--- src/pkg/ssp_pkg.sv ---
// Function
// RQ1 - synchronous mode: transmit and receive share one bit clock and frame sync
// RQ2 - asynchronous mode: each section has its own bit clock and frame sync
// RQ3 - continuous clock mode: bit clock toggles at all times
// RQ4 - gated clock mode: bit clock toggles only while a word is sent; the code gates the transmit clock only, not the asynchronous receive clock
// RQ5 - normal mode: one data word each direction per frame
// RQ6 - network mode: 2 to 32 slot words per frame
// RQ7 - gated clock is never combined with network mode
// RQ8 - serial signals routed to one of four port sets
// RQ9 - transmit data and frame sync change on the active rising bit clock edge
// RQ10 - receive data sampled on the falling receive bit clock edge
// RQ11 - synchronous mode samples receive data on the transmit clock falling edge
// RQ12 - transmit data is high impedance between words
// RQ13 - frame sync lasts one bit or one word, edges on rising clock
// RQ14 - clock polarity bits invert the respective bit clock
// RQ15 - frame sync invert bits make the frame sync active low
// RQ16 - each section's clock and frame sync may be internal or external
// RQ17 - slot counter clears on frame sync, advances per completed word
package ssp_pkg;
  localparam int         WB_AW    = 8;
  localparam logic [7:0] ADR_CTRL = 8'h00;
  localparam logic [7:0] ADR_DIV  = 8'h04;
  localparam logic [7:0] ADR_TXD  = 8'h08;
  localparam logic [7:0] ADR_RXD  = 8'h0C;
  localparam logic [7:0] ADR_STAT = 8'h10;
  // control register fields
  localparam int CT_TXEN  = 0;
  localparam int CT_RXEN  = 1;
  localparam int CT_SYNC  = 2;
  localparam int CT_GATED = 3;
  localparam int CT_NET   = 4;
  localparam int CT_TCKP  = 5;
  localparam int CT_RCKP  = 6;
  localparam int CT_TX_FRAME_SYNC_INVERT  = 7;
  localparam int CT_RX_FRAME_SYNC_INVERT  = 8;
  localparam int CT_FSWL  = 9;
  localparam int CT_TINT  = 10;
  localparam int CT_RINT  = 11;
  localparam int CT_PORT  = 12;
  localparam int CT_SLOT  = 16;
  // status register fields
  localparam int ST_EMPTY = 0;
  localparam int ST_FULL  = 1;
  localparam int ST_RXV   = 2;
  localparam int ST_OVR   = 3;
  localparam int ST_BUSY  = 4;
  localparam int ST_TSLOT = 8;
  localparam int ST_RSLOT = 16;
  localparam logic [31:0] CTRL_RST = 32'h0001_0000;
  // default internal bit clock rate
  localparam int          CLK_PERIOD_NS = 50;
  localparam int          BIT_PERIOD_NS = 400;
  localparam logic [15:0] DIV_RST = 16'(BIT_PERIOD_NS / (2 * CLK_PERIOD_NS) - 1);
  // pin groups, each one bit per port set
  localparam int NPORT  = 4;
  localparam int PG_TCK = 0;
  localparam int PG_TFS = 1;
  localparam int PG_RCK = 2;
  localparam int PG_RFS = 3;
  localparam int PG_RSD = 4;
endpackage : ssp_pkg
--- src/hw/ssp_clkgen.sv ---
`timescale 1ns/1ps
module ssp_clkgen #(
  parameter int DIV_W = 16
) (
  input  wire logic             clk_i,
  input  wire logic             rstn_i,
  input  wire logic             run_i,
  input  wire logic             internal_i,
  input  wire logic [DIV_W-1:0] div_i,
  input  wire logic             pin_i,
  input  wire logic             ckp_i,
  output logic                  lvl_o,
  output logic                  rise_o,
  output logic                  fall_o
);
  logic [DIV_W-1:0] cnt;
  logic [DIV_W-1:0] next_cnt;
  logic             lc;
  logic             term;

  // logical clock level; polarity is undone for an external clock
  always_comb begin
    term     = (cnt == div_i);
    next_cnt = (!run_i || !internal_i || term) ? '0 : cnt + 1'b1;
    if (!run_i) begin
      lvl_o = 1'b0;
    end else if (internal_i) begin
      lvl_o = term ? !lc : lc;
    end else begin
      lvl_o = pin_i ^ ckp_i;
    end
    rise_o = lvl_o && !lc;
    fall_o = !lvl_o && lc;
  end

  // divider and level history
  always_ff @(posedge clk_i) begin
    if (!rstn_i) begin
      cnt <= '0;
      lc  <= 1'b0;
    end else begin
      cnt <= next_cnt;
      lc  <= lvl_o;
    end
  end
endmodule : ssp_clkgen

--- src/hw/ssp_fifo.sv ---
`timescale 1ns/1ps
module ssp_fifo #(
  parameter int W     = 16,
  parameter int DEPTH = 8
) (
  input  wire logic         clk_i,
  input  wire logic         rstn_i,
  input  wire logic         in_valid_i,
  output logic              in_ready_o,
  input  wire logic [W-1:0] in_data_i,
  output logic              out_valid_o,
  input  wire logic         out_ready_i,
  output logic [W-1:0]      out_data_o
);
  localparam int AW = $clog2(DEPTH);
  if (DEPTH < 2 || (1 << AW) != DEPTH) begin : g_bad_depth
    $error("fifo depth must be a power of two");
  end
  logic [W-1:0] mem [DEPTH];
  logic [AW:0]  wp;
  logic [AW:0]  rp;
  logic [AW:0]  next_wp;
  logic [AW:0]  next_rp;
  logic         push;
  logic         pop;

  // full when pointers differ only in the wrap bit
  always_comb begin
    in_ready_o  = !((wp[AW] != rp[AW]) && (wp[AW-1:0] == rp[AW-1:0]));
    out_valid_o = (wp != rp);
    out_data_o  = mem[rp[AW-1:0]];
    push        = in_valid_i && in_ready_o;
    pop         = out_ready_i && out_valid_o;
    next_wp     = push ? wp + 1'b1 : wp;
    next_rp     = pop ? rp + 1'b1 : rp;
  end

  // pointers and storage
  always_ff @(posedge clk_i) begin
    if (!rstn_i) begin
      wp <= '0;
      rp <= '0;
    end else begin
      wp <= next_wp;
      rp <= next_rp;
    end
    if (push) begin
      mem[wp[AW-1:0]] <= in_data_i;
    end
  end
endmodule : ssp_fifo

--- src/hw/ssp_top.sv ---
`timescale 1ns/1ps
module ssp_top #(
  parameter int WORD_W     = 16,
  parameter int FIFO_DEPTH = 8
) (
  input  wire logic                     clk_i,
  input  wire logic                     rstn_i,
  input  wire logic                     wb_cyc_i,
  input  wire logic                     wb_stb_i,
  input  wire logic                     wb_we_i,
  input  wire logic [ssp_pkg::WB_AW-1:0] wb_adr_i,
  input  wire logic [3:0]               wb_sel_i,
  input  wire logic [31:0]              wb_dat_i,
  output logic      [31:0]              wb_dat_o,
  output logic                          wb_ack_o,
  output logic [ssp_pkg::NPORT-1:0]     tx_serial_data_o,
  output logic [ssp_pkg::NPORT-1:0]     tx_serial_data_oe_n_o,
  input  wire logic [ssp_pkg::NPORT-1:0] tx_bit_clock_i,
  output logic [ssp_pkg::NPORT-1:0]     tx_bit_clock_o,
  output logic [ssp_pkg::NPORT-1:0]     tx_bit_clock_oe_n_o,
  input  wire logic [ssp_pkg::NPORT-1:0] tx_frame_sync_i,
  output logic [ssp_pkg::NPORT-1:0]     tx_frame_sync_o,
  output logic [ssp_pkg::NPORT-1:0]     tx_frame_sync_oe_n_o,
  input  wire logic [ssp_pkg::NPORT-1:0] rx_bit_clock_i,
  output logic [ssp_pkg::NPORT-1:0]     rx_bit_clock_o,
  output logic [ssp_pkg::NPORT-1:0]     rx_bit_clock_oe_n_o,
  input  wire logic [ssp_pkg::NPORT-1:0] rx_frame_sync_i,
  output logic [ssp_pkg::NPORT-1:0]     rx_frame_sync_o,
  output logic [ssp_pkg::NPORT-1:0]     rx_frame_sync_oe_n_o,
  input  wire logic [ssp_pkg::NPORT-1:0] rx_serial_data_i
);
  import ssp_pkg::*;
  if (WORD_W < 2 || WORD_W > 32) begin : g_bad_word
    $error("word width must be 2 to 32");
  end
  localparam logic [4:0] BC_LAST = 5'(WORD_W - 1);
  localparam int         PW      = 5 * NPORT;

  // byte-lane merge for register writes
  function automatic logic [31:0] ssp_merge(input logic [31:0] old_v,
                                            input logic [31:0] new_v,
                                            input logic [3:0]  sel);
    logic [31:0] r;
    r = old_v;
    for (int b = 0; b < 4; b++) begin
      if (sel[b]) begin
        r[8*b +: 8] = new_v[8*b +: 8];
      end
    end
    return r;
  endfunction : ssp_merge

  logic [31:0]       ctrl;
  logic [15:0]       div;
  logic              ack;
  logic [31:0]       rdat;
  logic [31:0]       next_ctrl;
  logic [15:0]       next_div;
  logic              next_ack;
  logic [31:0]       next_rdat;
  logic              push;
  logic              rd_rx;
  logic              clr_ovr;
  logic [PW-1:0]     s1;
  logic [PW-1:0]     s2;
  logic [1:0]        port;
  logic              tx_en;
  logic              rx_en;
  logic              sync_m;
  logic              gated_eff;
  logic              t_int;
  logic              r_int;
  logic              word_length_frame_sync;
  logic [4:0]        slot_last;
  logic              f_ready;
  logic              f_valid;
  logic [WORD_W-1:0] f_data;
  logic              pop;
  logic              t_lvl;
  logic              t_rise;
  logic              t_fall;
  logic              rg_lvl;
  logic              rg_rise;
  logic              rg_fall;
  logic              r_lvl;
  logic              r_rise;
  logic              r_fall;
  logic              t_fsl;
  logic              r_fsl;
  logic              t_run;
  logic              t_act;
  logic              t_pend;
  logic              t_fsq;
  logic [4:0]        t_bc;
  logic [4:0]        t_slot;
  logic [WORD_W-1:0] t_sh;
  logic              next_t_run;
  logic              next_t_act;
  logic              next_t_pend;
  logic              next_t_fsq;
  logic [4:0]        next_t_bc;
  logic [4:0]        next_t_slot;
  logic [WORD_W-1:0] next_t_sh;
  logic              r_run;
  logic              r_pend;
  logic              r_fsq;
  logic [4:0]        r_bc;
  logic [4:0]        r_slot;
  logic [WORD_W-1:0] r_sh;
  logic [WORD_W-1:0] rx_word;
  logic              rx_valid;
  logic              rx_ovr;
  logic              next_r_run;
  logic              next_r_pend;
  logic              next_r_fsq;
  logic [4:0]        next_r_bc;
  logic [4:0]        next_r_slot;
  logic [WORD_W-1:0] next_r_sh;
  logic [WORD_W-1:0] next_rx_word;
  logic              next_rx_valid;
  logic              next_rx_ovr;
  logic              word_done;
  logic [5*NPORT-1:0] pout;
  logic [5*NPORT-1:0] poen;
  logic [5*NPORT-1:0] next_pout;
  logic [5*NPORT-1:0] next_poen;

  // configuration fields
  assign port      = ctrl[CT_PORT +: 2];
  assign tx_en     = ctrl[CT_TXEN];
  assign rx_en     = ctrl[CT_RXEN];
  assign sync_m    = ctrl[CT_SYNC];
  assign word_length_frame_sync     = ctrl[CT_FSWL];
  assign t_int     = ctrl[CT_TINT];
  // RQ7 gated excludes network
  assign gated_eff = ctrl[CT_GATED] && !ctrl[CT_NET];
  // RQ5 RQ6 slot count
  assign slot_last = !ctrl[CT_NET] ? 5'h00 :
                     (ctrl[CT_SLOT +: 5] == 5'h00) ? 5'h01 : ctrl[CT_SLOT +: 5];

  // two-flop synchronisers on every link input
  always_ff @(posedge clk_i) begin
    if (!rstn_i) begin
      s1 <= '0;
      s2 <= '0;
    end else begin
      s1 <= {rx_serial_data_i, rx_frame_sync_i, rx_bit_clock_i,
             tx_frame_sync_i, tx_bit_clock_i};
      s2 <= s1;
    end
  end

  // RQ8 port set pick
  function automatic logic pick(input int grp, input logic [1:0] ps,
                                input logic [PW-1:0] v);
    return v[grp * NPORT + int'(ps)];
  endfunction : pick

  // RQ16 tx clock source
  ssp_clkgen #(.DIV_W(16)) u_tclk (
    .clk_i      (clk_i),
    .rstn_i     (rstn_i),
    .run_i      (tx_en),
    .internal_i (t_int),
    .div_i      (div),
    .pin_i      (pick(PG_TCK, port, s2)),
    .ckp_i      (ctrl[CT_TCKP]),
    .lvl_o      (t_lvl),
    .rise_o     (t_rise),
    .fall_o     (t_fall)
  );

  // RQ2 own rx clock source
  ssp_clkgen #(.DIV_W(16)) u_rclk (
    .clk_i      (clk_i),
    .rstn_i     (rstn_i),
    .run_i      (rx_en && !sync_m),
    .internal_i (ctrl[CT_RINT]),
    .div_i      (div),
    .pin_i      (pick(PG_RCK, port, s2)),
    .ckp_i      (ctrl[CT_RCKP]),
    .lvl_o      (rg_lvl),
    .rise_o     (rg_rise),
    .fall_o     (rg_fall)
  );

  // RQ1 RQ11 shared timing in sync mode; RQ15 frame sync polarity
  always_comb begin
    r_int  = sync_m ? t_int : ctrl[CT_RINT];
    r_lvl  = sync_m ? t_lvl : rg_lvl;
    r_rise = sync_m ? t_rise : rg_rise;
    r_fall = sync_m ? t_fall : rg_fall;
    t_fsl  = pick(PG_TFS, port, s2) ^ ctrl[CT_TX_FRAME_SYNC_INVERT];
    r_fsl  = sync_m ? t_fsl : (pick(PG_RFS, port, s2) ^ ctrl[CT_RX_FRAME_SYNC_INVERT]);
  end

  // transmit FIFO between the bus and the shifter
  ssp_fifo #(.W(WORD_W), .DEPTH(FIFO_DEPTH)) u_fifo (
    .clk_i       (clk_i),
    .rstn_i      (rstn_i),
    .in_valid_i  (push),
    .in_ready_o  (f_ready),
    .in_data_i   (wb_dat_i[WORD_W-1:0]),
    .out_valid_o (f_valid),
    .out_ready_i (pop),
    .out_data_o  (f_data)
  );

  // wishbone slave; a push into a full FIFO waits for space
  always_comb begin
    next_ctrl = ctrl;
    next_div  = div;
    next_rdat = '0;
    next_ack  = wb_cyc_i && wb_stb_i && !ack &&
                !(wb_we_i && wb_adr_i == ADR_TXD && !f_ready);
    push      = next_ack && wb_we_i && wb_adr_i == ADR_TXD;
    rd_rx     = next_ack && !wb_we_i && wb_adr_i == ADR_RXD;
    clr_ovr   = next_ack && wb_we_i && wb_adr_i == ADR_STAT && wb_sel_i[0] &&
                wb_dat_i[ST_OVR];
    if (next_ack && wb_we_i) begin
      if (wb_adr_i == ADR_CTRL) begin
        next_ctrl = ssp_merge(ctrl, wb_dat_i, wb_sel_i);
      end
      if (wb_adr_i == ADR_DIV) begin
        next_div = 16'(ssp_merge({16'h0000, div}, wb_dat_i, wb_sel_i));
      end
    end
    if (next_ack && !wb_we_i) begin
      case (wb_adr_i)
        ADR_CTRL: next_rdat = ctrl;
        ADR_DIV:  next_rdat = {16'h0000, div};
        ADR_RXD:  next_rdat = 32'(rx_word);
        ADR_STAT: begin
          next_rdat[ST_EMPTY]     = !f_valid;
          next_rdat[ST_FULL]      = !f_ready;
          next_rdat[ST_RXV]       = rx_valid;
          next_rdat[ST_OVR]       = rx_ovr;
          next_rdat[ST_BUSY]      = t_run;
          next_rdat[ST_TSLOT +: 5] = t_slot;
          next_rdat[ST_RSLOT +: 5] = r_slot;
        end
        default:  next_rdat = '0;
      endcase
    end
  end

  always_ff @(posedge clk_i) begin
    if (!rstn_i) begin
      ctrl <= CTRL_RST;
      div  <= DIV_RST;
      ack  <= 1'b0;
      rdat <= '0;
    end else begin
      ctrl <= next_ctrl;
      div  <= next_div;
      ack  <= next_ack;
      rdat <= next_rdat;
    end
  end
  assign wb_ack_o = ack;
  assign wb_dat_o = rdat;

  // transmit engine: words launched on rising edges
  always_comb begin
    next_t_run  = t_run;
    next_t_act  = t_act;
    next_t_pend = t_pend;
    next_t_fsq  = t_fsq;
    next_t_bc   = t_bc;
    next_t_slot = t_slot;
    next_t_sh   = t_sh;
    pop         = 1'b0;
    if (!tx_en) begin
      next_t_run  = 1'b0;
      next_t_act  = 1'b0;
      next_t_pend = 1'b0;
      next_t_bc   = '0;
      next_t_slot = '0;
    end else begin
      // RQ16 external frame sync seen at fall
      if (t_fall) begin
        next_t_fsq = t_fsl;
        if (!t_int && t_fsl && !t_fsq) begin
          next_t_pend = 1'b1;
        end
      end
      if (t_rise) begin
        // RQ4 gated start needs data
        if (t_pend || (t_int && !t_run && (!gated_eff || f_valid))) begin
          // RQ17 slot restart
          next_t_run  = 1'b1;
          next_t_pend = 1'b0;
          next_t_bc   = '0;
          next_t_slot = '0;
          next_t_act  = f_valid;
          next_t_sh   = f_data;
          pop         = f_valid;
        end else if (t_run && t_bc == BC_LAST) begin
          if ((!t_int && t_slot == slot_last) || (gated_eff && !f_valid)) begin
            next_t_run = 1'b0;
            next_t_act = 1'b0;
          end else begin
            // RQ17 slot advance
            next_t_slot = (t_slot == slot_last) ? 5'h00 : t_slot + 5'h01;
            next_t_bc   = '0;
            next_t_act  = f_valid;
            next_t_sh   = f_data;
            pop         = f_valid;
          end
        end else if (t_run) begin
          // RQ9 launch on rise
          next_t_bc = t_bc + 5'h01;
          next_t_sh = {t_sh[WORD_W-2:0], 1'b0};
        end
      end
    end
  end

  always_ff @(posedge clk_i) begin
    if (!rstn_i) begin
      t_run  <= 1'b0;
      t_act  <= 1'b0;
      t_pend <= 1'b0;
      t_fsq  <= 1'b0;
      t_bc   <= '0;
      t_slot <= '0;
      t_sh   <= '0;
    end else begin
      t_run  <= next_t_run;
      t_act  <= next_t_act;
      t_pend <= next_t_pend;
      t_fsq  <= next_t_fsq;
      t_bc   <= next_t_bc;
      t_slot <= next_t_slot;
      t_sh   <= next_t_sh;
    end
  end

  // receive engine: frame timing on rises, data sampled on falls
  always_comb begin
    next_r_run    = r_run;
    next_r_pend   = r_pend;
    next_r_fsq    = r_fsq;
    next_r_bc     = r_bc;
    next_r_slot   = r_slot;
    next_r_sh     = r_sh;
    next_rx_word  = rx_word;
    word_done     = 1'b0;
    if (!rx_en) begin
      next_r_run  = 1'b0;
      next_r_pend = 1'b0;
      next_r_bc   = '0;
      next_r_slot = '0;
    end else if (r_fall) begin
      next_r_fsq = r_fsl;
      if (!r_int && r_fsl && !r_fsq) begin
        next_r_pend = 1'b1;
      end
      if (r_run) begin
        // RQ10 RQ11 sample on fall
        next_r_sh = {r_sh[WORD_W-2:0], pick(PG_RSD, port, s2)};
        if (r_bc == BC_LAST) begin
          word_done    = 1'b1;
          next_rx_word = next_r_sh;
        end
      end
    end else if (r_rise) begin
      if (r_pend || (r_int && !r_run)) begin
        // RQ17 slot restart
        next_r_run  = 1'b1;
        next_r_pend = 1'b0;
        next_r_bc   = '0;
        next_r_slot = '0;
      end else if (r_run && r_bc == BC_LAST) begin
        if (!r_int && r_slot == slot_last) begin
          next_r_run = 1'b0;
        end else begin
          next_r_slot = (r_slot == slot_last) ? 5'h00 : r_slot + 5'h01;
          next_r_bc   = '0;
        end
      end else if (r_run) begin
        next_r_bc = r_bc + 5'h01;
      end
    end
    // a new word wins over a clear in the same cycle
    next_rx_valid = word_done || (rx_valid && !rd_rx);
    next_rx_ovr   = (word_done && rx_valid && !rd_rx) || (rx_ovr && !clr_ovr);
  end

  always_ff @(posedge clk_i) begin
    if (!rstn_i) begin
      r_run    <= 1'b0;
      r_pend   <= 1'b0;
      r_fsq    <= 1'b0;
      r_bc     <= '0;
      r_slot   <= '0;
      r_sh     <= '0;
      rx_word  <= '0;
      rx_valid <= 1'b0;
      rx_ovr   <= 1'b0;
    end else begin
      r_run    <= next_r_run;
      r_pend   <= next_r_pend;
      r_fsq    <= next_r_fsq;
      r_bc     <= next_r_bc;
      r_slot   <= next_r_slot;
      r_sh     <= next_r_sh;
      rx_word  <= next_rx_word;
      rx_valid <= next_rx_valid;
      rx_ovr   <= next_rx_ovr;
    end
  end

  // pin values for the selected port set; others stay released
  always_comb begin
    next_pout = '0;
    next_poen = '1;
    for (int p = 0; p < NPORT; p++) begin
      if (port == 2'(p)) begin
        // RQ12 release data between words
        next_pout[PG_TCK * NPORT + p] = next_t_sh[WORD_W-1];
        next_poen[PG_TCK * NPORT + p] = !next_t_act;
        // RQ3 RQ4 RQ14 clock pin
        next_pout[PG_TFS * NPORT + p] = ctrl[CT_TCKP] ^
                                        (t_lvl && (!gated_eff || next_t_run));
        next_poen[PG_TFS * NPORT + p] = !(tx_en && t_int);
        // RQ13 RQ15 frame sync shape
        next_pout[PG_RCK * NPORT + p] = ctrl[CT_TX_FRAME_SYNC_INVERT] ^ (next_t_run &&
                                        next_t_slot == 5'h00 &&
                                        (word_length_frame_sync || next_t_bc == 5'h00));
        next_poen[PG_RCK * NPORT + p] = !(tx_en && t_int);
        // RQ2 rx clock and frame sync
        next_pout[PG_RFS * NPORT + p] = ctrl[CT_RCKP] ^ r_lvl;
        next_poen[PG_RFS * NPORT + p] = !(rx_en && r_int && !sync_m);
        next_pout[PG_RSD * NPORT + p] = ctrl[CT_RX_FRAME_SYNC_INVERT] ^ (next_r_run &&
                                        next_r_slot == 5'h00 &&
                                        (word_length_frame_sync || next_r_bc == 5'h00));
        next_poen[PG_RSD * NPORT + p] = !(rx_en && r_int && !sync_m);
      end
    end
  end

  always_ff @(posedge clk_i) begin
    if (!rstn_i) begin
      pout <= '0;
      poen <= '1;
    end else begin
      pout <= next_pout;
      poen <= next_poen;
    end
  end

  // output slices: data, clock, frame sync for tx, then clock, frame sync for rx
  assign tx_serial_data_o      = pout[PG_TCK * NPORT +: NPORT];
  assign tx_serial_data_oe_n_o = poen[PG_TCK * NPORT +: NPORT];
  assign tx_bit_clock_o        = pout[PG_TFS * NPORT +: NPORT];
  assign tx_bit_clock_oe_n_o   = poen[PG_TFS * NPORT +: NPORT];
  assign tx_frame_sync_o       = pout[PG_RCK * NPORT +: NPORT];
  assign tx_frame_sync_oe_n_o  = poen[PG_RCK * NPORT +: NPORT];
  assign rx_bit_clock_o        = pout[PG_RFS * NPORT +: NPORT];
  assign rx_bit_clock_oe_n_o   = poen[PG_RFS * NPORT +: NPORT];
  assign rx_frame_sync_o       = pout[PG_RSD * NPORT +: NPORT];
  assign rx_frame_sync_oe_n_o  = poen[PG_RSD * NPORT +: NPORT];
endmodule : ssp_top

--- config.mk ---
export PLATFORM = sky130hd
export DESIGN_NAME = ssp_top
export DESIGN_NICKNAME = d
export VERILOG_FILES = /design/src/pkg/ssp_pkg.sv /design/src/hw/ssp_clkgen.sv /design/src/hw/ssp_fifo.sv /design/src/hw/ssp_top.sv
export SDC_FILE = /design/constraint.sdc
export NUM_CORES = 1
export LEC_CHECK = 0
export ABC_AREA = 0
export CORE_MARGIN = 5
export CORE_UTILIZATION = 45
export CTS_CLUSTER_DIAMETER = 100
export DETAILED_ROUTE_END_ITERATION = 12
export DONT_BUFFER_PORTS = 1
export GPL_TIMING_DRIVEN = 0
export PLACE_DENSITY = 0.6
export SYNTH_ARGS = -nofsm -noshare
export SYNTH_HDL_FRONTEND = slang
export SYNTH_HIERARCHICAL = 1
export SYNTH_SLANG_ARGS = --single-unit
--- constraint.sdc ---
create_clock -name clk_i -period 4.1 [get_ports clk_i]
set_clock_uncertainty 0.05 [all_clocks]
set_input_delay 0.205 -clock clk_i [delete_from_list [all_inputs] [get_ports clk_i]]
set_output_delay 0.205 -clock clk_i [all_outputs]
set_load 0.01 [all_outputs]
After elaboration in Yosys (flattened, before gate mapping). Memories as Yosys holds them, arrays and structs flattened. A register that Yosys moved wholly into a read port is not among the register bits. Index checks and enable logic that the tools add are counted.

Add/sub/neg operators: 12. $lt $le $gt $ge: 5. Equal/unequal tests: 18. Multiplexer cells: 108. Bitwise operators: 9. Reduce and logical (&&, ||, !) cells: 116.

Operators with widths (number): two-way mux 5 bit (28); two-way mux 16 bit (6); two-way mux 1 bit (62); logical AND 1 bit (45); case mux 5 bit (4 select lines) (2); adder 16 x 1 -> 16 bit (second input constant) (2); == test 16 bit (2); AND reduction 3 bit (9); zero test 1 bit (26); zero test 5 bit (5); adder 5 x 1 -> 5 bit (second input constant) (4); binary-select mux 1 bit (select 5 bit) (4); case mux 3 bit (3 select lines) (2); AND reduction 2 bit (9); == test 8 x 4 -> 1 bit (second input constant) (2); logical OR 1 bit (13); less-than comparator 5 x 6 -> 1 bit (second input constant) (2); adder 4 x 2 -> 5 bit (first input constant) (2); == test 5 x 4 -> 1 bit (second input constant) (2); == test 5 bit (2); case mux 5 bit (2 select lines) (1); adder 4 x 1 -> 4 bit (second input constant) (2); == test 8 x 3 -> 1 bit (second input constant) (1); == test 8 x 5 -> 1 bit (second input constant) (1); other kinds (22) (34).

Bits in registers: 279. Memory bits (writable): 128. Bits of input ports: 69. Output and inout port bits: 73. Word-level logic and storage cells: 312. Memories kept: 1.

Memory list: u_fifo.mem (depth 8, width 16, read ports 1, clocked after memory_dff 1, wr ports 1, line ssp_fifo.sv:19) `logic [W-1:0] mem [DEPTH];`.

Logic depth before layout (Yosys ltp).
Depth after elaboration: 16. Depth in mapped cells: 15. Depth with buffers taken out: 13.

Hierarchy. Netlist, hierarchy kept.

By module, submodules not included: ssp_top (times used 1, cells each 1117, area each 9625.5 µm², sequential area each 4584.4 µm²); ssp_fifo (times used 1, cells each 270, area each 5666.7 µm², sequential area each 4063.9 µm²); ssp_clkgen (times used 2, cells each 107, area each 949.7 µm², sequential area each 340.3 µm²).

Worst setup path before layout. OpenSTA, ideal clock, no wires.

Path type: reg2reg. From: register ctrl[12]. To: register pout[11]. Library setup time: 0.072 ns. Data arrival time: 3.728 ns. Required time: 3.978 ns. Setup slack: 0.250 ns. Stages on the path, launching flop included: 15. Path buffers: 2. Period minus slack after synthesis: 3.850 ns. Cells stage by stage: dfxtp_1 -> clkbuf_1 -> mux4_2 -> xor2_1 -> o21ai_0 -> nor3_1 -> buf_2 -> and3b_1 -> mux2i_1 -> o32ai_1 -> nand2_1 -> a21oi_1 -> or4_1 -> or4_4 -> a21oi_1.

Longest elaborated chain between the ends: 12. Elaborated cells on any way between the ends: 20. Those cells by class: eq/ne (1); mux (10); bitwise (2); reduce/logical (7).

Ends and longest elaborated chain: from (decl) (line ssp_top.sv:53) `logic [31:0] ctrl;`; from (signal assigned) (line ssp_top.sv:254) `ctrl <= next_ctrl;`; binary-select mux 1 bit (select 2 bit) (*) (line ssp_top.sv:156) `return v[grp * NPORT + int'(ps)];`; two-way mux 1 bit (not written as such) (*) (line ssp_top.sv:156); XOR 1 bit (*) (line ssp_clkgen.sv:30) `lvl_o = pin_i ^ ckp_i;`; two-way mux 1 bit (*) (line ssp_clkgen.sv:27) `end else if (internal_i) begin`; two-way mux 1 bit (*) (line ssp_clkgen.sv:25) `if (!run_i) begin`; logical AND 1 bit (*) (line ssp_clkgen.sv:32) `rise_o = lvl_o && !lc;`; via t_rise (line ssp_top.sv:80) `logic t_rise;`; two-way mux 5 bit (line ssp_top.sv:287) `if (t_rise) begin`; two-way mux 5 bit (line ssp_top.sv:273) `if (!tx_en) begin`; zero test 5 bit (on tied branches) (line ssp_top.sv:429, ssp_top.sv:430); logical AND 1 bit / logical OR 1 bit (equally long branches) (line ssp_top.sv:428, ssp_top.sv:430); logical AND 1 bit (*) (line ssp_top.sv:429) `next_t_slot == 5'h00 &&`; XOR 1 bit (*) (line ssp_top.sv:428) `next_pout[PG_RCK * NPORT + p] = ctrl[CT_TX_FRAME_SYNC_INVERT] ^ (next_t_run &&`; to (signal assigned) (line ssp_top.sv:448) `pout <= next_pout;`; to (decl) (line ssp_top.sv:123) `logic [5*NPORT-1:0] pout;`.

Mark *: on every way through the listed nets, which the timed path passes. The rest lies on a longest branch. The select of a mux whose other input is x is not followed. A chain may end at the register's enable or synchronous reset.

Worst setup path after layout.
From: register ctrl[12]. To: register pout[19].

Elaborated cells on any way between the ends: 37. Those cells by class: add/sub (1); eq/ne (1); mux (20); bitwise (3); reduce/logical (12).

RTL lines: binary-select mux 1 bit (select 2 bit) (*) (line ssp_top.sv:156); two-way mux 1 bit (not written as such) (*) (line ssp_top.sv:156); XOR 1 bit (*) (line ssp_clkgen.sv:30); two-way mux 1 bit (*) (line ssp_clkgen.sv:27); two-way mux 1 bit (*) (line ssp_clkgen.sv:25); zero test 1 bit (*) (line ssp_clkgen.sv:33) `fall_o = !lvl_o && lc;`; logical AND 1 bit (*) (line ssp_clkgen.sv:33); via t_fall (line ssp_top.sv:81) `logic t_fall;`; two-way mux 1 bit (*) (line ssp_top.sv:192) `r_fall = sync_m ? t_fall : rg_fall;`; two-way mux 5 bit (line ssp_top.sv:354) `end else if (r_fall) begin`; two-way mux 5 bit (line ssp_top.sv:349) `if (!rx_en) begin`; zero test 5 bit (on tied branches) (line ssp_top.sv:436, ssp_top.sv:437); logical AND 1 bit / logical OR 1 bit (equally long branches) (line ssp_top.sv:435, ssp_top.sv:437); logical AND 1 bit (*) (line ssp_top.sv:436) `next_r_slot == 5'h00 &&`; XOR 1 bit (*) (line ssp_top.sv:435) `next_pout[PG_RSD * NPORT + p] = ctrl[CT_RX_FRAME_SYNC_INVERT] ^ (next_r_run &&`.

Marked as above.

==> out/results.txt <==
Syn Nets: 1,680
Largest net degree at the start of global routing: 16
IO buf count: 0
Worst-Margin Slew: 1530 ps
Overall Power: 8.23 mW
Area of the mapped netlist: 0.0172 mm2
Fin crit period: 3940 ps
Drt wl/cell: 21.3 um
Element type at the critical path end: register
Crit-path cells: buf_8, mux4_2, xor2_1, o21ai_2, a21oi_1, nor2b_2, nand3b_1, and2_1, buf_2, a2111oi_1, a211oi_2, o2111ai_4, o311ai_2, nand2_1
Vias in the first global route: 12.3k
Top layer in use: met4
Clock transition at the registers of the reported paths: 60 ps
Initial DRC Count: 1,163
CP startpoint: ctrl[12]
DIE HEIGHT: 205 um
Asr flop ratio synth: 0%
Critical path fanouts, max: 10
Die W: 205 um
Pre-antenna DRT Iters: 5
Mean Syn Cell Area: 10.7 um2
Register area share after synthesis: 54.3%
First-pass GRT wire length: 73,200 um
Finish-stage setup viols: 0
Status: finished with violations
Final hold vios: 0
Final WL: 48,300 um
Post-DRT Antenna Nets: 0
Most frequent cells in the layout: dfxtp_1 (269), nand2_1 (187), nor2_1 (166), edfxtp_1 (128), a21oi_1 (114)
Critical Path Start Type: register
Rows: 71
Final period util: 96.0%
Fillers: 3,331
Num CTS Buffers: 43
Hold Crit Start: wb_sel_i[3]
Leak: 6.72 nW
Yosys reg bits: 402
R2r worst-path depth: 14
Final Max Slew Viols: 11
H-tree depth: 2
Nets: 1,800
CTS tree: yes
Worst Path Required: 4490 ps
Vias per inst: 5.65
GRT Util Overall: 22.5%
Skew-Pair Late Insertion Delay: 580 ps
Most common cell after layout, fill and taps aside: dfxtp_1
Number of remaining DRC errors: 0
Max-cap violations: 1
RR Endpoint: pout[19]
Die ar.: 0.0422 mm2
Slew margin rel.: -2.81%
Hold depth: 3
Hold Path Sink: ctrl[29]
Post-synth EDFFs: 128
Power per Cell Area: 408 mW/mm2
Number of clock sinks: 402
Violated checks: max-capacitance violations, max-slew violations
Share of cells above drive strength 1: 12.8%
Max Fclk: 254 MHz
Slowest-stage cell, CP: mux4_2
Ys Warns: 6
Util after Layout: 53.6%
Clock Path Buffers: 3
R2R Setup Slk: 160 ps
Initial antenna violation count: 0
Routed wl met2: 23,100 um
Synth cell types: 84
# IOs: 142
Ant. Diodes: 0
Final worst slack: 162 ps
Place WS: -970 ps
Core area: 0.0377 mm2
Synth Instances: 1,601
Reg2Reg Launch Point: ctrl[12]
Vias post-DR: 12.8k
GPL Wtd Cong: 0.868
Root Driver: clkbuf_16
Critical path class: reg2reg
Dpl hpwl: 34,500 um
Initial Utilization: 45.6%
WP data arrival: 4330 ps
Biggest cell delay along the critical path: 590 ps
Hold crit path type: in2reg
Prevailing post-synth register cell: dfxtp_1
VDD IR max: 0.000289 V
Congestion Overflow GR: 0
Synth-to-layout area growth: 17.3%
Met3 routed WL: 3150 um
DRT met1 WL: 21,100 um
[cell type report]
type,instances,area [um2],area share [%]
Inverter,27,101,0.502
Multi-Input combinational cell,1067,7360,36.5
Timing Repair Buffer,75,731,3.62
Clock buffer,58,1190,5.92
Buffer,105,556,2.75
Sequential cell,402,9340,46.3
Clock inverter,22,258,1.28
Tap cell,511,639,3.17
[kinds of logic (layout without fill, tap and decap cells)]
group / after synthesis / in the layout / share of synthesized area [%]
AO/OA/AOI/OAI: 251 / 251 / 9.67
XOR/XNOR: 81 / 81 / 4.17
adder cells (fa/ha/maj): 10 / 10 / 0.728
buffers and inverters: 132 / 287 / 3.70
flip-flops: 402 / 402 / 54.3
multiplexers: 106 / 106 / 9.55
AND/OR/NAND/NOR: 619 / 619 / 17.9
[what timing repair did]
item,4_1_cts,5_1_grt
setup buffers,0,5
cloned,0,0
endpoints found under the setup margin,69,25
gates resized for setup,20,23
hold endpoints to repair,234,0
pin swaps,0,7
hold buffers,58,0
[registers in the layout, summed over array words and instances (netlist names), 4 cells and up, named ones only]
name,flops
wb_dat_o,32
u_fifo/rp,4
t_slot,5
poen,12
u_tclk/cnt,16
r_slot,5
u_rclk/cnt,16
u_fifo/mem,128
u_fifo/wp,4
r_sh,15
s2,20
s1,20
pout,20
div,16
ctrl,32
t_sh,16
t_bc,5
r_bc,5
rx_word,16
[cells in the mapped netlist (all sizes together) (25+ instances only)]
cell type,instances,area [um2]
dfxtp,274,5490
nand2,187,702
nor2,168,631
edfxtp,128,3840
a21oi,114,571
nand3,66,330
clkbuf,65,245
xnor2,55,489
and2,51,319
buf,40,290
mux4,37,908
mux2i,35,350
mux2,34,383
inv,27,101
nand4,27,169
xor2,26,228
o21ai,25,148
[stage by stage]
| step | std cells | hold slack (ps) | setup TNS [ps] | area, um2 |
|---|---|---|---|---|
| 4_1_cts | 2262 | 0.274 | 0 | 20100 |
| 5_1_grt | 2267 | 46.9 | -13.1 | 20200 |
| 3_5_place_dp | 2124 | 255 | -23550 | 18000 |
| 6_report | 2267 | 26.1 | 0 | 20200 |
| 2_1_floorplan | 1601 | 246 | 0 | 17200 |
| 3_3_place_gp | 2112 | 255 | -132520 | 17800 |
[how the worst max path moves through the flow]
stage                            end  slack [ps]  depth (start not counted)
detailed placement          pout[19]        -970                         15
global placement    u_fifo/mem[3][8]       -1520                          8
global route                pout[19]         -10                         15
finish                      pout[19]         160                         14
CTS                         pout[19]         0.4                         15
floorplan                   pout[11]         250                         14
[critical path: cells and delay by family (launching register included)]
family                    cells  cell delay (ps)
AOI/OAI and AO/OA             6             1410
DFF                           1              400
buffers and inverters         2              410
xor gates and xnor gates      1              180
and+or+nand+nor               4              750
muxes                         1              590
[routing by layer]
layer / vias up / global-route usage (%)
met4: 0 / 5.96
met2: 449 / 36.8
li1: 6006 / -
met3: 67 / 3.39
met5: - / 0
met1: 6278 / 31.4
[power by group]
group          internal [mW]  switching (mW)
sequential              4.12         0.00464
combinational         0.0625           0.104
clock                   2.33            1.61
total                   6.51            1.72
Note: power is estimated with default switching activity, not from simulation.
